### src/common/cefb_pkg.sv
// Constants shared by the charger event flag bank
package cefb_pkg;

    // ------------------------------------------------------------------
    // Register offsets
    // ------------------------------------------------------------------
    localparam logic [7:0] OFF_TIMER_AND_DONE   = 8'h24;
    localparam logic [7:0] OFF_TEMP_AND_SOURCE  = 8'h25;
    localparam logic [7:0] OFF_PROTECTION_ENTRY = 8'h26;

    // ------------------------------------------------------------------
    // Reset values and implemented-bit masks
    // ------------------------------------------------------------------
    localparam logic [7:0] FLAG_RESET     = 8'h00;
    localparam logic [7:0] TD_USED_BITS   = 8'h7F;
    localparam logic [7:0] TS_USED_BITS   = 8'h1F;
    localparam logic [7:0] PE_USED_BITS   = 8'hFF;

    // ------------------------------------------------------------------
    // Field positions, timer-and-done register
    // ------------------------------------------------------------------
    localparam int B_PORT_DETECT_DONE = 6;
    localparam int B_CONV_DONE        = 5;
    localparam int B_SYSTEM_FLOOR     = 4;
    localparam int B_FAST_TIMEOUT     = 3;
    localparam int B_TRICKLE_TIMEOUT  = 2;
    localparam int B_PRECHARGE_TMO    = 1;
    localparam int B_TOPOFF_TIMEOUT   = 0;

    // ------------------------------------------------------------------
    // Field positions, temperature-and-source register
    // ------------------------------------------------------------------
    localparam int B_BATT_LOW_SOURCE  = 4;
    localparam int B_COLD_ZONE        = 3;
    localparam int B_COOL_ZONE        = 2;
    localparam int B_WARM_ZONE        = 1;
    localparam int B_HOT_ZONE         = 0;

    // ------------------------------------------------------------------
    // Field positions, protection entry register
    // ------------------------------------------------------------------
    localparam int B_BATT_CUR_REG     = 7;
    localparam int B_BUS_OVP          = 6;
    localparam int B_BATT_OVP         = 5;
    localparam int B_BUS_OCP          = 4;
    localparam int B_DISCHARGE_OCP    = 3;
    localparam int B_CONV_OCP         = 2;
    localparam int B_IN2_OVP          = 1;
    localparam int B_IN1_OVP          = 0;

    // ------------------------------------------------------------------
    // Index of each raw event input in the event vector
    // ------------------------------------------------------------------
    localparam int EV_PORT_DONE   = 0;
    localparam int EV_CONV_DONE   = 1;
    localparam int EV_SYS_FLOOR   = 2;
    localparam int EV_FAST_TMO    = 3;
    localparam int EV_TRICKLE_TMO = 4;
    localparam int EV_PRE_TMO     = 5;
    localparam int EV_TOPOFF_TMO  = 6;
    localparam int EV_BATT_LOW    = 7;
    localparam int EV_COLD        = 8;
    localparam int EV_COOL        = 9;
    localparam int EV_WARM        = 10;
    localparam int EV_HOT         = 11;
    localparam int EV_CUR_REG     = 12;
    localparam int EV_BUS_OVP     = 13;
    localparam int EV_BATT_OVP    = 14;
    localparam int EV_BUS_OCP     = 15;
    localparam int EV_DSG_OCP     = 16;
    localparam int EV_CONV_OCP    = 17;
    localparam int EV_IN2_OVP     = 18;
    localparam int EV_IN1_OVP     = 19;
    localparam int EV_COUNT       = 20;

endpackage

### src/rtl/cefb_event_detect.sv
// Two-stage synchroniser and edge detector for the raw event levels
`timescale 1ns/1ps
module cefb_event_detect
(
    input  wire logic                         clock,
    input  wire logic                         rst,
    input  wire logic [cefb_pkg::EV_COUNT-1:0] raw,
    output logic      [cefb_pkg::EV_COUNT-1:0] rise,
    output logic      [cefb_pkg::EV_COUNT-1:0] fall
);
    import cefb_pkg::*;

    typedef struct packed
    {
        logic [EV_COUNT-1:0] meta;
        logic [EV_COUNT-1:0] sync;
        logic [EV_COUNT-1:0] prev;
    } cefb_sync_t;

    cefb_sync_t sync_q;
    cefb_sync_t sync_d;

    // ------------------------------------------------------------------
    // Next state
    // ------------------------------------------------------------------
    always_comb
    begin
        sync_d      = sync_q;
        sync_d.meta = raw;
        sync_d.sync = sync_q.meta;
        sync_d.prev = sync_q.sync;
    end

    always_ff @(posedge clock)
    begin
        if (rst)
        begin
            sync_q <= '0;
        end
        else
        begin
            sync_q <= sync_d;
        end
    end

    // ------------------------------------------------------------------
    // Edges, one cycle each
    // ------------------------------------------------------------------
    assign rise = sync_q.sync & ~sync_q.prev;
    assign fall = ~sync_q.sync & sync_q.prev;

endmodule

### src/rtl/cefb_flag_bank.sv
// Charger event flag bank: three clear-on-read event flag registers
//
// Contract
// - Port detect flag stays 0 until detection completes, then sets.
// - Conversion done flag sets on completion, only in one-shot mode.
// - System floor flag sets on entering or leaving minimum system voltage.
// - Fast charge timeout flag sets on rising edge of expiry.
// - Trickle timeout flag sets on rising edge of expiry.
// - Precharge timeout flag sets on rising edge of expiry.
// - Top-off timeout flag sets on rising edge of expiry.
// - Battery too low for source mode flag sets when voltage falls below.
// - Cold zone flag sets when thermistor crosses cold threshold.
// - Cool zone flag sets when thermistor crosses cool threshold.
// - Warm zone flag sets when thermistor crosses warm threshold.
// - Hot zone flag sets when thermistor crosses hot threshold.
// - Battery current regulation flag sets on entry or exit.
// - Input bus overvoltage flag sets on protection entry.
// - Battery overvoltage flag sets on protection entry.
// - Input bus overcurrent flag sets on protection entry.
// - Discharge overcurrent flag sets on protection entry.
// - Converter overcurrent flag sets on protection entry.
// - Second and first input overvoltage flags set on protection entry.
// - All flags clear at reset; reserved bits always read zero.
// - Mask bit 1 blocks an event's interrupt pulse, 0 passes it.
`timescale 1ns/1ps
module cefb_flag_bank
(
    input  wire logic                          clock,
    input  wire logic                          rst,
    input  wire logic                          port_detect_done,
    input  wire logic                          conv_done,
    input  wire logic                          conv_one_shot,
    input  wire logic                          system_floor_active,
    input  wire logic                          fast_charge_expired,
    input  wire logic                          trickle_expired,
    input  wire logic                          precharge_expired,
    input  wire logic                          topoff_expired,
    input  wire logic                          battery_below_source_min,
    input  wire logic                          cold_zone,
    input  wire logic                          cool_zone,
    input  wire logic                          warm_zone,
    input  wire logic                          hot_zone,
    input  wire logic                          battery_current_regulation,
    input  wire logic                          input_bus_overvoltage,
    input  wire logic                          battery_overvoltage,
    input  wire logic                          input_bus_overcurrent,
    input  wire logic                          discharge_overcurrent,
    input  wire logic                          converter_overcurrent,
    input  wire logic                          second_input_overvoltage,
    input  wire logic                          first_input_overvoltage,
    input  wire logic [7:0]                    mask_timer_and_done,
    input  wire logic [7:0]                    mask_temp_and_source,
    input  wire logic [7:0]                    mask_protection_entry,
    input  wire logic                          rd_en,
    input  wire logic [7:0]                    rd_addr,
    output logic      [7:0]                    rd_data,
    output logic                               irq_pulse
);
    import cefb_pkg::*;

    // ------------------------------------------------------------------
    // State
    // ------------------------------------------------------------------
    typedef struct packed
    {
        logic [7:0] td;
        logic [7:0] ts;
        logic [7:0] pe;
        logic [7:0] rdata;
        logic       irq;
    } cefb_state_t;

    cefb_state_t         state_q;
    cefb_state_t         state_d;
    logic [EV_COUNT-1:0] raw_w;
    logic [EV_COUNT-1:0] rise_w;
    logic [EV_COUNT-1:0] fall_w;
    logic [7:0]          ev_td;
    logic [7:0]          ev_ts;
    logic [7:0]          ev_pe;
    logic                rd_td;
    logic                rd_ts;
    logic                rd_pe;

    // Either edge of a level counts as a crossing
    function automatic logic changed(input logic [EV_COUNT-1:0] r,
                                     input logic [EV_COUNT-1:0] f,
                                     input int                  idx);
        changed = r[idx] | f[idx];
    endfunction

    // ------------------------------------------------------------------
    // Synchronise raw levels and find edges
    // ------------------------------------------------------------------
    // Packed in event index order, port detect in bit 0
    assign raw_w = {first_input_overvoltage, second_input_overvoltage, converter_overcurrent,
                    discharge_overcurrent, input_bus_overcurrent, battery_overvoltage,
                    input_bus_overvoltage, battery_current_regulation, hot_zone, warm_zone,
                    cool_zone, cold_zone, battery_below_source_min, topoff_expired,
                    precharge_expired, trickle_expired, fast_charge_expired,
                    system_floor_active, conv_done, port_detect_done};

    cefb_event_detect u_detect
    (
        .clock (clock),
        .rst   (rst),
        .raw   (raw_w),
        .rise  (rise_w),
        .fall  (fall_w)
    );

    // ------------------------------------------------------------------
    // Event to flag bit mapping
    // ------------------------------------------------------------------
    always_comb
    begin
        ev_td = 8'h00;
        ev_ts = 8'h00;
        ev_pe = 8'h00;
        ev_td[B_PORT_DETECT_DONE] = rise_w[EV_PORT_DONE];
        ev_td[B_CONV_DONE]        = rise_w[EV_CONV_DONE] & conv_one_shot;
        ev_td[B_SYSTEM_FLOOR]     = changed(rise_w, fall_w, EV_SYS_FLOOR);
        ev_td[B_FAST_TIMEOUT]     = rise_w[EV_FAST_TMO];
        ev_td[B_TRICKLE_TIMEOUT]  = rise_w[EV_TRICKLE_TMO];
        ev_td[B_PRECHARGE_TMO]    = rise_w[EV_PRE_TMO];
        ev_td[B_TOPOFF_TIMEOUT]   = rise_w[EV_TOPOFF_TMO];
        ev_ts[B_BATT_LOW_SOURCE]  = rise_w[EV_BATT_LOW];
        ev_ts[B_COLD_ZONE]        = changed(rise_w, fall_w, EV_COLD);
        ev_ts[B_COOL_ZONE]        = changed(rise_w, fall_w, EV_COOL);
        ev_ts[B_WARM_ZONE]        = changed(rise_w, fall_w, EV_WARM);
        ev_ts[B_HOT_ZONE]         = changed(rise_w, fall_w, EV_HOT);
        ev_pe[B_BATT_CUR_REG]     = changed(rise_w, fall_w, EV_CUR_REG);
        ev_pe[B_BUS_OVP]          = rise_w[EV_BUS_OVP];
        ev_pe[B_BATT_OVP]         = rise_w[EV_BATT_OVP];
        ev_pe[B_BUS_OCP]          = rise_w[EV_BUS_OCP];
        ev_pe[B_DISCHARGE_OCP]    = rise_w[EV_DSG_OCP];
        ev_pe[B_CONV_OCP]         = rise_w[EV_CONV_OCP];
        ev_pe[B_IN2_OVP]          = rise_w[EV_IN2_OVP];
        ev_pe[B_IN1_OVP]          = rise_w[EV_IN1_OVP];
    end

    // ------------------------------------------------------------------
    // Read decode
    // ------------------------------------------------------------------
    assign rd_td = rd_en && (rd_addr == OFF_TIMER_AND_DONE);
    assign rd_ts = rd_en && (rd_addr == OFF_TEMP_AND_SOURCE);
    assign rd_pe = rd_en && (rd_addr == OFF_PROTECTION_ENTRY);

    // ------------------------------------------------------------------
    // Next state
    // ------------------------------------------------------------------
    always_comb
    begin
        state_d = state_q;
        // Clear on read, with a same-cycle event still landing
        state_d.td = ((rd_td ? 8'h00 : state_q.td) | ev_td) & TD_USED_BITS;
        state_d.ts = ((rd_ts ? 8'h00 : state_q.ts) | ev_ts) & TS_USED_BITS;
        state_d.pe = ((rd_pe ? 8'h00 : state_q.pe) | ev_pe) & PE_USED_BITS;
        if (rd_en)
        begin
            case (rd_addr)
                OFF_TIMER_AND_DONE:   state_d.rdata = state_q.td;
                OFF_TEMP_AND_SOURCE:  state_d.rdata = state_q.ts;
                OFF_PROTECTION_ENTRY: state_d.rdata = state_q.pe;
                default:              state_d.rdata = 8'h00;
            endcase
        end
        state_d.irq = |(ev_td & ~mask_timer_and_done)
                    | |(ev_ts & ~mask_temp_and_source)
                    | |(ev_pe & ~mask_protection_entry);
    end

    always_ff @(posedge clock)
    begin
        if (rst)
        begin
            state_q <= '{td: FLAG_RESET, ts: FLAG_RESET, pe: FLAG_RESET,
                         rdata: FLAG_RESET, irq: 1'b0};
        end
        else
        begin
            state_q <= state_d;
        end
    end

    assign rd_data   = state_q.rdata;
    assign irq_pulse = state_q.irq;

    // ------------------------------------------------------------------
    // Checks
    // ------------------------------------------------------------------
    property p_port_done;
        @(posedge clock) disable iff (rst)
        rise_w[EV_PORT_DONE] |=> state_q.td[B_PORT_DETECT_DONE];
    endproperty
    a_port_done: assert property (p_port_done)
        else $error("port detect flag not set on completion");

    property p_conv_one_shot;
        @(posedge clock) disable iff (rst)
        $rose(state_q.td[B_CONV_DONE]) |-> $past(conv_one_shot) && $past(rise_w[EV_CONV_DONE]);
    endproperty
    a_conv_one_shot: assert property (p_conv_one_shot)
        else $error("conversion flag set outside one-shot completion");

    property p_floor_exit;
        @(posedge clock) disable iff (rst)
        fall_w[EV_SYS_FLOOR] |=> state_q.td[B_SYSTEM_FLOOR];
    endproperty
    a_floor_exit: assert property (p_floor_exit)
        else $error("system floor flag missed regulation exit");

    property p_fast_tmo;
        @(posedge clock) disable iff (rst)
        rise_w[EV_FAST_TMO] |=> state_q.td[B_FAST_TIMEOUT];
    endproperty
    a_fast_tmo: assert property (p_fast_tmo)
        else $error("fast charge timeout flag missed");
    property p_trickle_tmo;
        @(posedge clock) disable iff (rst)
        rise_w[EV_TRICKLE_TMO] |=> state_q.td[B_TRICKLE_TIMEOUT];
    endproperty
    a_trickle_tmo: assert property (p_trickle_tmo)
        else $error("trickle timeout flag missed");
    property p_pre_tmo;
        @(posedge clock) disable iff (rst)
        rise_w[EV_PRE_TMO] |=> state_q.td[B_PRECHARGE_TMO];
    endproperty
    a_pre_tmo: assert property (p_pre_tmo)
        else $error("precharge timeout flag missed");
    property p_topoff_tmo;
        @(posedge clock) disable iff (rst)
        rise_w[EV_TOPOFF_TMO] |=> state_q.td[B_TOPOFF_TIMEOUT];
    endproperty
    a_topoff_tmo: assert property (p_topoff_tmo)
        else $error("top-off timeout flag missed");

    property p_batt_low;
        @(posedge clock) disable iff (rst)
        rise_w[EV_BATT_LOW] |=> state_q.ts[B_BATT_LOW_SOURCE];
    endproperty
    a_batt_low: assert property (p_batt_low)
        else $error("battery low for source flag missed");

    property p_cold;
        @(posedge clock) disable iff (rst)
        fall_w[EV_COLD] |=> state_q.ts[B_COLD_ZONE];
    endproperty
    a_cold: assert property (p_cold)
        else $error("cold zone crossing missed");
    property p_cool;
        @(posedge clock) disable iff (rst)
        rise_w[EV_COOL] |=> state_q.ts[B_COOL_ZONE];
    endproperty
    a_cool: assert property (p_cool)
        else $error("cool zone crossing missed");
    property p_warm;
        @(posedge clock) disable iff (rst)
        fall_w[EV_WARM] |=> state_q.ts[B_WARM_ZONE];
    endproperty
    a_warm: assert property (p_warm)
        else $error("warm zone crossing missed");
    property p_hot;
        @(posedge clock) disable iff (rst)
        rise_w[EV_HOT] |=> state_q.ts[B_HOT_ZONE];
    endproperty
    a_hot: assert property (p_hot)
        else $error("hot zone crossing missed");

    property p_cur_reg;
        @(posedge clock) disable iff (rst)
        fall_w[EV_CUR_REG] |=> state_q.pe[B_BATT_CUR_REG];
    endproperty
    a_cur_reg: assert property (p_cur_reg)
        else $error("battery current regulation exit missed");

    property p_bus_ovp;
        @(posedge clock) disable iff (rst)
        rise_w[EV_BUS_OVP] |=> state_q.pe[B_BUS_OVP];
    endproperty
    a_bus_ovp: assert property (p_bus_ovp)
        else $error("input bus overvoltage flag missed");
    property p_batt_ovp;
        @(posedge clock) disable iff (rst)
        rise_w[EV_BATT_OVP] |=> state_q.pe[B_BATT_OVP];
    endproperty
    a_batt_ovp: assert property (p_batt_ovp)
        else $error("battery overvoltage flag missed");
    property p_bus_ocp;
        @(posedge clock) disable iff (rst)
        rise_w[EV_BUS_OCP] |=> state_q.pe[B_BUS_OCP];
    endproperty
    a_bus_ocp: assert property (p_bus_ocp)
        else $error("input bus overcurrent flag missed");
    property p_dsg_ocp;
        @(posedge clock) disable iff (rst)
        rise_w[EV_DSG_OCP] |=> state_q.pe[B_DISCHARGE_OCP];
    endproperty
    a_dsg_ocp: assert property (p_dsg_ocp)
        else $error("discharge overcurrent flag missed");
    property p_conv_ocp;
        @(posedge clock) disable iff (rst)
        rise_w[EV_CONV_OCP] |=> state_q.pe[B_CONV_OCP];
    endproperty
    a_conv_ocp: assert property (p_conv_ocp)
        else $error("converter overcurrent flag missed");
    property p_in2_ovp;
        @(posedge clock) disable iff (rst)
        rise_w[EV_IN2_OVP] |=> state_q.pe[B_IN2_OVP];
    endproperty
    a_in2_ovp: assert property (p_in2_ovp)
        else $error("second input overvoltage flag missed");
    property p_in1_ovp;
        @(posedge clock) disable iff (rst)
        rise_w[EV_IN1_OVP] |=> state_q.pe[B_IN1_OVP];
    endproperty
    a_in1_ovp: assert property (p_in1_ovp)
        else $error("first input overvoltage flag missed");

    property p_reserved_zero;
        @(posedge clock) disable iff (rst)
        rd_en && (rd_addr == OFF_TEMP_AND_SOURCE) |=> rd_data[7:5] == 3'h0;
    endproperty
    a_reserved_zero: assert property (p_reserved_zero)
        else $error("reserved bits read nonzero");

    property p_mask_pass;
        @(posedge clock) disable iff (rst)
        (|(ev_td & ~mask_timer_and_done)) || (|(ev_ts & ~mask_temp_and_source))
            || (|(ev_pe & ~mask_protection_entry)) |=> irq_pulse;
    endproperty
    a_mask_pass: assert property (p_mask_pass)
        else $error("unmasked event gave no pulse");

    property p_mask_block;
        @(posedge clock) disable iff (rst)
        (ev_td & ~mask_timer_and_done) == 8'h00 && (ev_ts & ~mask_temp_and_source) == 8'h00
            && (ev_pe & ~mask_protection_entry) == 8'h00 |=> !irq_pulse;
    endproperty
    a_mask_block: assert property (p_mask_block)
        else $error("masked event produced a pulse");

    property p_sticky;
        @(posedge clock) disable iff (rst)
        state_q.td[B_FAST_TIMEOUT] && !rd_td |=> state_q.td[B_FAST_TIMEOUT];
    endproperty
    a_sticky: assert property (p_sticky)
        else $error("flag dropped without a read");

    property p_read_clear;
        @(posedge clock) disable iff (rst)
        rd_pe && !ev_pe[B_BUS_OVP] |=> !state_q.pe[B_BUS_OVP]
            && rd_data[B_BUS_OVP] == $past(state_q.pe[B_BUS_OVP]);
    endproperty
    a_read_clear: assert property (p_read_clear)
        else $error("read did not return and clear the flag");

    property p_set_wins;
        @(posedge clock) disable iff (rst)
        rd_ts && ev_ts[B_COOL_ZONE] |=> state_q.ts[B_COOL_ZONE];
    endproperty
    a_set_wins: assert property (p_set_wins)
        else $error("event lost during read");

endmodule

### config.mk
export PLATFORM = sky130hd
export DESIGN_NAME = cefb_flag_bank
export DESIGN_NICKNAME = d
export VERILOG_FILES = /design/src/common/cefb_pkg.sv /design/src/rtl/cefb_event_detect.sv /design/src/rtl/cefb_flag_bank.sv
export SDC_FILE = /design/constraint.sdc
export NUM_CORES = 1
export LEC_CHECK = 0
export ABC_AREA = 1
export BUFFER_PORTS_ARGS = -buffer_cell sky130_fd_sc_hd__buf_2
export CAP_MARGIN = 20
export CELL_PAD_IN_SITES_DETAIL_PLACEMENT = 1
export CELL_PAD_IN_SITES_GLOBAL_PLACEMENT = 1
export CORE_AREA = 3 3 101 103
export CTS_CLUSTER_DIAMETER = 30
export DETAILED_ROUTE_END_ITERATION = 7
export DIE_AREA = 0 0 104 106
export GPL_TIMING_DRIVEN = 0
export MAX_ROUTING_LAYER = met4
export PLACE_DENSITY = 0.81
export SYNTH_ARGS = -nofsm -noshare
export SYNTH_HDL_FRONTEND = slang
export SYNTH_SLANG_ARGS = --single-unit
### constraint.sdc
create_clock -name clock -period 1.25 [get_ports clock]
set_clock_uncertainty 0.1 [all_clocks]
set_input_delay 0.0625 -clock clock [delete_from_list [all_inputs] [get_ports clock]]
set_output_delay 0.0625 -clock clock [all_outputs]
set_load 0.1 [all_outputs]
==> impl_summary.md <==
Critical path
The worst register-to-register path begins at u_detect.sync_q[11]. The worst setup path is captured at a register. Tracing the worst setup path back leads to its startpoint at u_detect.sync_q[11]. The top cell family by delay on the critical path is simple AND/OR/NAND/NOR gates. The slowest cell on the critical path is sky130_fd_sc_hd__dfxtp_2.

The number of cells on the worst reg-to-reg path is 7. The critical path data required time is 1.38 ns. The launching element type of the critical path is a register. Along the worst path, the maximum fanout reaches 2.

The number of buffers and inverters on the critical path is 0. Traced cell by cell, the critical path runs through or2_4 > nand3b_1 > nand2_1 > nor2_1 > nand2_1 > nor2_2 > nor2_1. The longest individual stage delay on the worst path is 0.34 ns. The data arrival time at the worst-slack endpoint is around 1.4 ns.

The critical path in this run is classified as reg -> reg. The instance count on the critical path is 7. The most critical setup path has its endpoint at irq_pulse. The reg2reg setup slack is -0.07 ns.

The endpoint identified for the worst register-to-register timing path is irq_pulse.

Synth
In the synthesized netlist, the cells that appear most often are sky130_fd_sc_hd__dfxtp_1 (89), sky130_fd_sc_hd__inv_1 (82), sky130_fd_sc_hd__nand2_1 (69), sky130_fd_sc_hd__nor2_1 (69). The biggest area contributor in the post-synthesis netlist is sky130_fd_sc_hd__dfxtp_1. Among all cell types in the netlist, the one instantiated most often is sky130_fd_sc_hd__dfxtp_1.

The most used flip-flop cell after synthesis is sky130_fd_sc_hd__dfxtp_1. The number of synthesized flops with an enable pin is 0. After synthesis, the mean cell area works out to between 7 and 8 µm². The total standard cell area after synthesis is 3256 µm². Of the post-synthesis cell area, the dominant cell type holds 0.5473.

The number of cells produced by synthesis is between 400 and 500. Yosys mapped the design onto 19 distinct sky130hd cell types. The post-synthesis sequential element count is 89. The share of synthesized flip-flops with an asynchronous set or reset is 0.

Sorting the synthesized cells by area gives the leading types as sky130_fd_sc_hd__dfxtp_1 (55%), sky130_fd_sc_hd__inv_1 (9.5%), sky130_fd_sc_hd__nand2_1 (8.0%). The register area share after synthesis is 0.5473. Yosys printed 0 warnings. The number of nets in the synthesized netlist is 476.

Outcome
The run finished, with violations left. The checks that failed: negative setup slack.

Finish
Relative to the synthesized area, the layout overhead comes to 29.09%. For this run, the post-layout net count is 569. The area of all placed cells without fillers is 4203 µm². In the final layout, flip-flops and latches occupy 1788 µm². The filler-free cell count of the finished design is approximately 650. Summing all multi-input logic gate instances after layout gives roughly 1100 µm². The fraction of layout cells with a size suffix above 1 is 0.2124. The filler cell count is 1183. The number of antenna diodes in the final layout is 0.

Pwr
Summed over all cells, the static leakage comes to 0.001908 µW. The largest voltage drop on the vdd net is around 440 µV. The total power divided by cell area is 1296 nW/µm².

Job
The reported max-cap violation count is 0.

Clock tree
Counting along the longest clock path gives a buffer depth of 2. The clock latency of the later-clocked register in the worst-skew pair is 0.35 ns. In this run, CTS created clock tree buffers numbering 9. The H-tree generated during clock tree synthesis spans 3 levels. TritonCTS built the clock tree. After clock tree synthesis, the clock-pin slew on the worst setup and hold paths is 0.09 ns. The clock net in this run drives a total of 89 sinks. The cell at the root of the clock tree is sky130_fd_sc_hd__clkbuf_8.

Floorplan
The count of standard-cell rows is 35. The area of the placeable core is approximately 9300 µm². The overall die area is about 11000 µm². The initial core utilization is 0.3507. Pin placement for this block handled 65 I/O pins. The vertical die dimension is 106 µm. The die width is 104 µm.

STA
The minimum clock period after layout is 1.317 ns. Setup violations remaining at the end of the flow were counted as 1. Dividing the final minimum period by the clock period gives 1.054. The headroom to the max-slew limit is 0.6205.

In the final timing run, aggregate negative setup slack is -0.06720 ns. The number of max-slew violations in the final report is 0. Setup slack on the critical path of the routed design comes to -0.06720 ns. Setup repair after global routing could not meet its margin everywhere. The number of hold-slack violations in the final timing report came to 0.

The highest clock frequency the design can meet is 759.2 MHz. At the pin with the least slew margin, the transition time is 0.5692 ns. On the final layout, the worst hold slack is 0.06438 ns.

Routing
The total vias in the final route is 2806. The detailed router finished its first iteration with 54 violations. Once detail routing completed, the nets flagged for antenna violations numbered 0. The number of search-and-repair iterations in the first detailed-routing pass is 4. In the routed design, unresolved DRC markers number 0. The final routed wire length divided by cell count is 12.46 µm. The via density per instance is 4.337. The total routed wirelength is 8063 µm.

Place
Detailed placement ended at an HPWL of 5923 µm. The placer congestion estimate is just under 0.8. Counting tap cells, the placed design contains a total of 608 instances.

The minimum setup slack after placement is -0.1333 ns. Port buffering added 59 buffers. The total cell area at the placement stage is 3712 µm².

GRT
The via count of the first global-routing pass is a little under 3000. The number of antenna violations at the first check in global routing is 0. The global-route wire length before repair is 13460 µm.

For this run, the total global-route usage over all layers was measured as 0.1574. The total congestion overflow is 0. The maximum number of pins on one net before global-route repair is 15.

Hold path
The classification of the worst-slack hold path is in -> reg.
[worst register-to-register path, cell delays in order (launching register included)]
cell	delay, ns
sky130_fd_sc_hd__dfxtp_2	0.34
sky130_fd_sc_hd__or2_4	0.25
sky130_fd_sc_hd__nand3b_1	0.08
sky130_fd_sc_hd__nand2_1	0.06
sky130_fd_sc_hd__nor2_1	0.12
sky130_fd_sc_hd__nand2_1	0.10
sky130_fd_sc_hd__nor2_2	0.10
sky130_fd_sc_hd__nor2_1	0.04
[cells by family after synthesis]
| logic type | after synthesis | synth area share |
|---|---|---|
| simple gates | 194 | 0.2679 |
| buf+inv | 104 | 0.1330 |
| flops | 89 | 0.5473 |
| compound gates | 32 | 0.04919 |
| xor+xnor | 1 | 0.002691 |
[layout make-up]
cell class / instances / share of cell area
Buffer: 21 / 0.02888
Clock buffer: 11 / 0.03364
Clock inverter: 5 / 0.01310
Inverter: 83 / 0.07413
Multi-Input combinational cell: 227 / 0.2501
Sequential cell: 89 / 0.4254
Tap cell: 129 / 0.03840
Timing Repair Buffer: 82 / 0.1364
[cells in the final DEF (no fill, tap or decap), drive strengths merged]
cell type / n
clkinv: 2
o21ai: 4
nand3b: 13
buf: 75
dfxtp: 89
or2: 5
nor2: 73
nand4: 2
xor2: 1
dlygate4sd3: 21
clkbuf: 18
nand3: 30
bufinv: 1
clkinvlp: 2
nand2: 71
inv: 83
a21oi: 28
[state kept, by name, indices dropped and copies added (netlist names)]
register,count
u_detect.sync_d,40
state_q,20
u_detect.sync_q,20
rd_data,8
irq_pulse,1
[stage by stage]
step	total power, µW	util
after floorplan	3314	-
after global placement	3466	0.3999
after detailed placement	3491	0.3999
after CTS	5486	0.4492
after global routing	5703	0.4527
final	5448	0.4527
[routing by layer]
| metal | up-vias | GRT usage | share of wire |
|---|---|---|---|
| met2 | 54 | 0.2906 | 0.54 |
| met5 | - | - | 0 |
| li1 | 1433 | - | - |
| met3 | 14 | 0.02550 | 0.030 |
| met1 | 1305 | 0.1653 | 0.41 |
| met4 | 0 | 0.07123 | 0.024 |
[repair_timing]
action | in CTS | in global routing
resized for setup | 21 | 5
setup endpoints to repair | 10 | 5
pin swaps | 7 | 4
endpoints found under the hold margin | 21 | 0
hold buffers | 21 | 0
buffers inserted | 0 | 2
[worst min-delay path by stage]
stage	start	end	slack, ns	cells after the start
floorplan	port_detect_done	u_detect.sync_d[20]	0.07	2
global placement	system_floor_active	u_detect.sync_d[22]	0.17	3
detailed placement	topoff_expired	u_detect.sync_d[26]	0.17	3
CTS	rd_en	rd_data[6]	0.06	4
global route	rd_en	rd_data[5]	0.08	4
finish	rd_en	rd_data[6]	0.06	4
[power by group]
group	leakage [µW]	total, µW	switching [µW]	internal, µW
logic	0.00108	477	264	212
clock network	0.0000953	1960	989	973
registers	0.000733	3010	56.8	2950
total	0.00191	5450	1310	4140
Note: power is estimated with default switching activity, not from simulation.
